--- config.mk ---
export PLATFORM = sky130hd
export DESIGN_NAME = memory_scan_unit
export DESIGN_NICKNAME = d
export VERILOG_FILES = /design/src/rtl/scan_pkg.sv /design/src/rtl/crc16_byte.sv /design/src/rtl/memory_scan_unit.sv
export SDC_FILE = /design/constraint.sdc
export NUM_CORES = 1
export LEC_CHECK = 0
export BUFFER_PORTS_ARGS = -buffer_cell sky130_fd_sc_hd__buf_2
export CAP_MARGIN = 20
export CORE_ASPECT_RATIO = 1.1
export CORE_MARGIN = 4
export CORE_UTILIZATION = 53
export CTS_CLUSTER_SIZE = 8
export DETAILED_ROUTE_END_ITERATION = 6
export PLACE_DENSITY = 0.87
export SKIP_CTS_REPAIR_TIMING = 1
export SLEW_MARGIN = 10
export SYNTH_ARGS = -nofsm -noshare
export SYNTH_HDL_FRONTEND = slang
export SYNTH_SLANG_ARGS = --single-unit
--- constraint.sdc ---
create_clock -name clk_sys -period 3 [get_ports clk_sys]
set_clock_uncertainty 0.2 [all_clocks]
set_input_delay 0.3 -clock clk_sys [delete_from_list [all_inputs] [get_ports clk_sys]]
set_output_delay 0.3 -clock clk_sys [all_outputs]
set_load 0.01 [all_outputs]
--- src/rtl/scan_pkg.sv ---
// Constants of the memory scan unit
// ==========================================================================
// How it works
// - Writing reset strobe bit 7 clears settings, enable bit and status a cycle later.
// - With trigger enable low, reset strobe acts at once even while busy.
// - With trigger enable high, reset strobe is ignored while busy.
// - Trigger enable bit 1 set makes a failed comparison raise the interrupt.
// - Trigger enable clears only on system reset, never by the strobe.
// - Writing one to trigger enable takes effect only when not busy.
// - Writing one to enable bit 0 starts a check; bit stays one.
// - Writing zero to enable bit does nothing.
// - After a start-up scan the enable bit reads one.
// - Once the interrupt fired, the first control register ignores writes.
// - Settings register ignores writes while busy or after the interrupt.
// - Access mode field bits 5:4; only 0 (priority, CPU halted) is defined.
// - After start-up scan mode reads non-zero; software writes it back to 0.
// - Section field bits 1:0: 0 whole, 1 boot plus code, 2 boot, 3 reserved.
// - After a start-up scan, section field shows the section checked.
// - Pass flag status bit 1 resets to one; status resets to 0x02.
// - Busy flag status bit 0 is one during a scan; writes restricted.
// - CRC x^16+x^12+x^5+1, seed 0xffff, bytes fed msb first from byte 0.
// - Scan begins three cycles after enable is written; CPU runs until then and is halted during the scan.
// - Failure clears pass flag; interrupt request holds until system reset.
// - Last two section bytes hold expected checksum, high byte first.
package scan_pkg;
  localparam logic [1:0] ofs_control_primary  = 2'h0;
  localparam logic [1:0] ofs_control_settings = 2'h1;
  localparam logic [1:0] ofs_status           = 2'h2;
  localparam int         bit_reset_strobe     = 7;
  localparam int         bit_trigger_enable   = 1;
  localparam int         bit_enable           = 0;
  localparam int         bit_pass             = 1;
  localparam int         bit_busy             = 0;
  localparam int         mode_lsb             = 4;
  localparam int         section_lsb          = 0;
  localparam logic [1:0] mode_priority        = 2'h0;
  localparam logic [1:0] section_whole        = 2'h0;
  localparam logic [1:0] section_boot_code    = 2'h1;
  localparam logic [1:0] section_boot         = 2'h2;
  localparam logic [7:0] reset_control        = 8'h00;
  localparam logic [7:0] reset_status         = 8'h02;
  localparam logic [15:0] crc_seed            = 16'hffff;
  localparam logic [15:0] crc_poly            = 16'h1021;
  localparam int          start_delay_cycles  = 3;
endpackage : scan_pkg

--- src/rtl/crc16_byte.sv ---
// One byte step of the CCITT checksum, msb first
`timescale 1ns/1ps
`default_nettype none
module crc16_byte (
  // Current checksum and byte
  input  wire logic [15:0] crc_in,
  input  wire logic [7:0]  data_in,
  // Updated checksum
  output logic      [15:0] crc_out
);
  always_comb begin
    logic [15:0] c;
    c = crc_in;
    for (int i = 7; i >= 0; i--) begin
      if (c[15] ^ data_in[i]) begin
        c = {c[14:0], 1'b0} ^ scan_pkg::crc_poly;
      end else begin
        c = {c[14:0], 1'b0};
      end
    end
    crc_out = c;
  end
endmodule : crc16_byte
`default_nettype wire

--- src/rtl/memory_scan_unit.sv ---
// Control, status and scan sequencer of the memory scan unit
//
// Added by the designer: the address-and-strobe port.
`timescale 1ns/1ps
`default_nettype none
module memory_scan_unit #(
  parameter int addr_width = 12,
  parameter logic [11:0] whole_end     = 12'hfff,
  parameter logic [11:0] boot_code_end = 12'h7ff,
  parameter logic [11:0] boot_end      = 12'h1ff
) (
  // Clock and reset
  input  wire logic                  clk_sys,
  input  wire logic                  resetn,
  // Register port
  input  wire logic [1:0]            reg_addr,
  input  wire logic [7:0]            reg_wdata,
  input  wire logic                  reg_write,
  input  wire logic                  reg_read,
  output logic      [7:0]            reg_rdata,
  // Start-up scan, sampled while the start-up request is high
  input  wire logic                  startup_scan,
  input  wire logic [1:0]            startup_section,
  input  wire logic [1:0]            startup_mode,
  // Flash read port, data one cycle after request
  output logic                       flash_req,
  output logic      [addr_width-1:0] flash_addr,
  input  wire logic [7:0]            flash_data,
  // System side
  output logic                       cpu_stall,
  output logic                       nmi_request
);
  typedef enum {st_idle, st_wait, st_read, st_take} phase_type;

  typedef struct packed {
    logic [7:0]            rdata;
    logic                  enable;
    logic                  trigger_enable;
    logic [1:0]            mode;
    logic [1:0]            section;
    logic                  pass;
    logic                  busy;
    logic                  nmi;
    logic                  clear_pending;
    logic [1:0]            delay;
    logic [addr_width-1:0] addr;
    logic [addr_width-1:0] last;
    logic [15:0]           crc;
    logic [7:0]            high_byte;
    logic [1:0]            tail;
    phase_type             phase;
  } state_type;

  state_type   s;
  state_type   next_s;
  logic [15:0] crc_step;

  crc16_byte u_crc (
    .crc_in  (s.crc),
    .data_in (flash_data),
    .crc_out (crc_step)
  );

  function automatic logic [addr_width-1:0] section_end(input logic [1:0] sel);
    case (sel)
      scan_pkg::section_boot_code: section_end = boot_code_end;
      scan_pkg::section_boot:      section_end = boot_end;
      default:                     section_end = whole_end;
    endcase
  endfunction : section_end

  logic wr_primary;
  logic wr_settings;
  logic strobe_ok;
  assign wr_primary  = reg_write && reg_addr == scan_pkg::ofs_control_primary && !s.nmi;
  assign wr_settings = reg_write && reg_addr == scan_pkg::ofs_control_settings
                       && !s.busy && !s.nmi;
  assign strobe_ok   = wr_primary && reg_wdata[scan_pkg::bit_reset_strobe]
                       && (!s.trigger_enable || !s.busy);

  always_comb begin
    next_s = s;
    // ==========================================================================
    // Register reads
    case (reg_addr)
      scan_pkg::ofs_control_primary:
        next_s.rdata = {6'h00, s.trigger_enable, s.enable};
      scan_pkg::ofs_control_settings:
        next_s.rdata = {2'h0, s.mode, 2'h0, s.section};
      scan_pkg::ofs_status:
        next_s.rdata = {6'h00, s.pass, s.busy};
      default:
        next_s.rdata = 8'h00;
    endcase
    if (!reg_read) begin
      next_s.rdata = 8'h00;
    end
    // ==========================================================================
    // Control writes
    if (wr_primary && reg_wdata[scan_pkg::bit_trigger_enable] && !s.busy) begin
      next_s.trigger_enable = 1'b1;
    end
    if (wr_settings) begin
      next_s.mode    = reg_wdata[scan_pkg::mode_lsb +: 2];
      next_s.section = reg_wdata[scan_pkg::section_lsb +: 2];
    end
    // ==========================================================================
    // Scan sequencer
    case (s.phase)
      st_idle: begin
        // Zero writes fall through untouched
        if (wr_primary && reg_wdata[scan_pkg::bit_enable] && !strobe_ok) begin
          next_s.enable = 1'b1;
          next_s.busy   = 1'b1;
          next_s.delay  = 2'(scan_pkg::start_delay_cycles - 1);
          next_s.phase  = st_wait;
        end
      end
      st_wait: begin
        // Grace cycles before the CPU is halted
        if (s.delay == 2'h0) begin
          next_s.crc   = scan_pkg::crc_seed;
          next_s.addr  = '0;
          next_s.last  = section_end(s.section);
          next_s.tail  = 2'h0;
          next_s.phase = st_read;
        end else begin
          next_s.delay = s.delay - 2'h1;
        end
      end
      st_read: begin
        next_s.phase = st_take;
      end
      st_take: begin
        // Last two bytes are the stored checksum, high byte first
        if (s.addr + 2 > s.last) begin
          next_s.tail = s.tail + 2'h1;
          if (s.tail == 2'h0) begin
            next_s.high_byte = flash_data;
          end
        end else begin
          next_s.crc = crc_step;
        end
        if (s.addr == s.last) begin
          next_s.busy  = 1'b0;
          next_s.pass  = {s.high_byte, flash_data} == s.crc;
          next_s.phase = st_idle;
        end else begin
          next_s.addr  = s.addr + 1'b1;
          next_s.phase = st_read;
        end
      end
      default: next_s.phase = st_idle;
    endcase
    if (next_s.busy == 1'b0 && s.busy && !next_s.pass && s.trigger_enable) begin
      next_s.nmi = 1'b1;
    end
    // ==========================================================================
    // Own reset strobe, lands one cycle after the write
    next_s.clear_pending = strobe_ok;
    if (s.clear_pending) begin
      next_s.enable  = 1'b0;
      next_s.mode    = 2'h0;
      next_s.section = 2'h0;
      next_s.busy    = 1'b0;
      next_s.pass    = scan_pkg::reset_status[scan_pkg::bit_pass];
      next_s.phase   = st_idle;
    end
    // Start-up scan result shows in read-back
    if (startup_scan) begin
      next_s.enable  = 1'b1;
      next_s.section = startup_section;
      next_s.mode    = startup_mode;
    end
  end

  always_ff @(posedge clk_sys or negedge resetn) begin
    if (!resetn) begin
      s                <= '0;
      s.pass           <= 1'b1;
      s.phase          <= st_idle;
    end else begin
      s <= next_s;
    end
  end

  assign reg_rdata   = s.rdata;
  assign flash_req   = s.phase == st_read;
  assign flash_addr  = s.addr;
  assign cpu_stall   = s.phase == st_read || s.phase == st_take;
  assign nmi_request = s.nmi;
endmodule : memory_scan_unit
`default_nettype wire

* Word level (Yosys, flattened, before mapping)
Index checks and enable logic that the tools add are counted.
W data, S select, Z words.
** Word-level totals
- Input bits :: 27
- Word-level logic and storage cells :: 132
- Output and inout port bits :: 23
- Bits in registers :: 102
** Cells by class
- Magnitude comparators :: 1
- Add/sub/neg operators :: 4
- Reduce and logical (&&, ||, !) cells :: 38
- Mux-type cells :: 37
- Eq/ne operators :: 19
- Bitwise logic cells :: 17
** Operators with widths (number)
- $pmux W32 S4 :: 1
- $mux W13 :: 8
- $eq A32 B2 Y1 const B :: 2
- $eq A32 B3 Y1 const B :: 2
- $mux W32 :: 2
- $pmux W12 S2 :: 2
- $mux W40 :: 1
- $mux W34 :: 1
- $eq A32 B1 Y1 const B :: 1
- $logic_not A32 Y1 :: 1
- $pmux W16 S2 :: 1
- $not A3 Y3 :: 8
- $pmux W6 S3 :: 1
- $eq A16 B16 Y1 :: 1
- $mux W16 :: 1
- $reduce_and A3 Y1 :: 5
- $logic_and A1 B1 Y1 :: 14
- $add A12 B2 Y13 const B :: 1
- $gt A13 B12 Y1 :: 1
- $add A12 B1 Y12 const B :: 1
- $eq A12 B12 Y1 :: 1
- $mux W12 :: 1
- $ne A2 B2 Y1 const B :: 6
- $mux W2 :: 5
- 19 further kinds :: 48

* Depth between registers and ports, before layout
- Word-level depth :: 18
- Mapped depth :: 13

* Cells and area by module
A second synthesis with hierarchy kept.
** Unflattened totals
- Cell total of the unflattened synthesis :: 375
- Area total of the unflattened synthesis :: 3980.1 µm²
** By module, submodules not included
- memory_scan_unit :: cells each 350, times used 1, area each 3592.2 µm²
- crc16_byte :: cells each 25, times used 1, area each 387.9 µm²

* Worst setup path before layout
No wires, ideal clock.
- Kind :: register to register
- Start point :: register s, in the netlist flash_addr[3]
- End point :: register s[34] (netlist name)
- Arrival time :: 2.577 ns
- Clock period less this slack :: 2.902 ns
- Slack :: 0.098 ns
- Stages on the path, launching flop included :: 13
- Cells stage by stage :: dfrtp_1 buf_2 and3_1 clkbuf_1 nand3_1 xnor2_1 ha_1 nand4_1 nor3_1 o31ai_1 a31o_2 a21oi_4 mux2_2
** On the way
- Word-level cells in the longest chain between the ends :: 3
** RTL lines
- start: declaration :: line memory_scan_unit.sv:54 : state_type s;
- start signal: assignment :: line memory_scan_unit.sv:183 : s <= next_s;
- $add A12 B2 Y13 :: line memory_scan_unit.sv:136 : if (s.addr + 2 > s.last) begin
- $gt A13 B12 Y1 :: line memory_scan_unit.sv:136
- $reduce_and A3 Y1 (no source line)
Every way passes these cells.
A chain may end at the register's enable or synchronous reset.

* Worst setup path in the final report
- Start point :: register s, in the netlist flash_addr[5]
- End point :: register s[38] (netlist name)
Same word-level chain as after synthesis.

==> impl_metrics.yaml <==
route:
  routed_via_density: 6.23
  remaining_drc_errors: 0
  routed_wl_mm: 10.8
  drtIter0Drc: 327
  ant_nets: 0
  detail_route.wl_per_cell_um: 18.7
  num_vias: 3590
  first_pass_iters: 5
floorplan:
  die_area_sq_mm: 0.00903
  fp.dieW_um: 91.0
  dieHeight_um: 99.2
  core_area_sq_mm: 0.00743
  row_count: 33
  start_util: 0.540
  io_pins: 50
clocking:
  clock_sinks: 59
  cts-root-buf: "clkbuf_8"
  cts_tree: "built"
  htree_levels: 3
  clockBufferDepth: 2
  clkTransAtPathRegs_ns: 0.07
  clock_latency_ns: 0.36
  numCtsBuffers: 9
setup_path:
  crit_fanout: 8
  cp_slowest_cell: "dfrtp_1"
  start_kind: "flop"
  critPathKind: "flop to flop"
  setup.worst_path.end_class: "flop"
  max_stage_delay_ns: 0.40
  r2r_setup_slack_ns: -0.1
  worstPathCellList: "nand4_1, nor2_2, nand4_1, xnor2_1, ha_1, nand3_4, nor3_4, o31ai_4, a31o_4, a21oi_4, buf_12, mux2_2"
  crit_top_cell: "nand4_1"
  crit_arrival_ns: 3.14
  critPathRequiredTime_ns: 3.04
logic_synthesis:
  post_synth.cell_area_avg_sq_um: 9.46
  synth_edf_count: 0
  async_flop_share: 1.00
  syn_area_sq_mm: 0.00401
  synth-seq-cells: 59
  netlist_instances: 424
  yosys_most_used_dff: "dfrtp_1"
  synth_cell_types: 55
  seq_area_frac_synth: 0.368
  ys_warn_count: 0
final_layout:
  insertedDiodeCount: 0
  final_nets: 532
  area_delta_synth_final_pct: 21.7
  layout-drive-gt1-share: 0.276
  fin_util: 0.657
  fillers: 528
timing:
  post-route-period-util: 1.03
  worst_pin_slew_ns: 0.568
  fin_ws_ns: -0.0977
  final-setup-viol-count: 16
  rsz0062_at_grt: "true"
  period_minus_slack_ns: 3.10
  max_freq_ghz: 0.323
  relSlewSlack: 0.620
  drv_slew: 0
  hold_violations: 0
place:
  io_buffer_count: 42
  gp_congestion: 0.878
  dp_slack_ns: -0.169
  dp_hpwl_mm: 7.14
grt:
  grt.overflow.total: 0
  grt_pass1_vias: 3291
  grt_start_max_net_pins: 40
  track_usage: 0.215
  grt_antenna_before_repair: 0
  grt_pass1_wl_mm: 15.6
worst_hold_path:
  hp-class: "primary input to flop"
power_and_ir_drop:
  finalPower_mw: 4.23
  max-vdd-ir-drop_uv: 545
  leakage_nw: 2.22
  cellPowerDensity_mw_per_mm2: 866
job:
  cap_violations: 0
outcome:
  violations: "negative setup slack"
  status: "finished with violations"
## critical path: cells and delay by family (launching register included)
kind	cells	cell delay (ns)
AOI/OAI and AO/OA	3	0.52
adders and majority gates	1	0.36
and+or+nand+nor	5	0.84
buffers and inverters	1	0.15
DFF	1	0.40
muxes	1	0.34
xor gates and xnor gates	1	0.18
## cells by family after synthesis
kind of cell,after synthesis,share of synthesized area
AOI/OAI and AO/OA,77,0.140
DFF,59,0.368
adders and majority gates,21,0.0655
muxes,16,0.0427
other,1,0.000935
and+or+nand+nor,136,0.176
xor gates and xnor gates,59,0.129
buffers and inverters,55,0.0774
## power breakdown
group | switching [mW] | internal (mW) | total, mW
clock network | 0.335 | 0.575 | 0.910
registers | 0.280 | 1.02 | 1.30
logic | 1.15 | 0.866 | 2.02
## path summary, 6_finish.rpt
| path | endpoint | from | cells after the start |
|---|---|---|---|
| min in group asynchronous | flash_addr[8]$_DFFE_PN0P_ | resetn | 2 |
| setup reg to reg | s[38]$_DFFE_PN0P_ | flash_addr[5]$_DFFE_PN0P_ | 12 |
| hold reg to reg | s[41]$_DFFE_PN0P_ | s[41]$_DFFE_PN0P_ | 1 |
| setup / recovery | s[38]$_DFFE_PN0P_ | flash_addr[5]$_DFFE_PN0P_ | 12 |
| hold / removal | s[84]$_DFF_PN0_ | reg_addr[1] | 2 |
| max in group asynchronous | s[87]$_DFF_PN1_ | resetn | 3 |
## per-layer routing
layer  wire length (um)  GRT usage  up-vias
met4                455      0.128        0
met2               5500      0.366      165
met1               4230      0.254     1759
li1                   -          -     1624
met5                  0          0        -
met3                605     0.0378       42
## state kept, by name (all words and copies together) (netlist names)
register and cells:
s 42, flash_addr 12, reg_rdata 4, nmi_request 1
## cell usage after synthesis (7+ instances only)
cell type  instances  area, sq um
buf_4             22          165
ha_1              21          263
xnor2_1           27          236
nor3_1             8         40.0
nor2_1            36          135
a211oi_1          10         75.1
mux2_2             9          101
xor2_1            32          280
nand3_1           11         55.1
nand2_1           25         93.8
nand4_1           15         93.8
inv_1             19         71.3
o21ai_0           11         55.1
dfrtp_1           58         1450
nand2b_1           9         56.3
nor4_1             9         56.3
a311oi_1           7         61.3
a2111oi_0          7         61.3
mux2i_1            7         70.1
a21oi_1           18         90.1
## metrics by stage
step	cells	instance area, sq um	TNS (ns)	hold WS [ns]
detailed placement	544	4290	-1.61	0.0731
floorplan	427	4020	0	-0.196
CTS	560	4530	-2.32	-0.306
global placement	544	4290	0	0.0702
finish	576	4880	-0.825	0.00497
global route	576	4880	-3.91	0.0131
## layout make-up
type	instances	area, sq um	area share
multi-input combinational	313	2420	0.496
timing repair buffer	81	554	0.114
clock inverter	4	97.6	0.0200
clock buffer	12	145	0.0297
inverter	20	75.1	0.0154
sequential	59	1480	0.303
tap	87	109	0.0223
## placed cells by master (no fill, tap or decap), types with 4 or more instances in the layout
master	count
nand3_1	7
nand4_1	15
xnor2_1	26
ha_1	20
a311oi_1	5
mux2_2	7
a211oi_1	7
mux2i_1	7
nand2b_1	9
inv_1	19
dfrtp_1	57
a21oi_1	18
nand2_1	24
o311a_1	4
nor2_1	34
conb_1	4
nor3_1	7
dlygate4sd3_1	6
o21ai_0	11
buf_2	42
xor2_1	32
clkbuf_8	10
nor4_1	8
buf_4	28
Note: power is estimated with default switching activity, not from simulation.
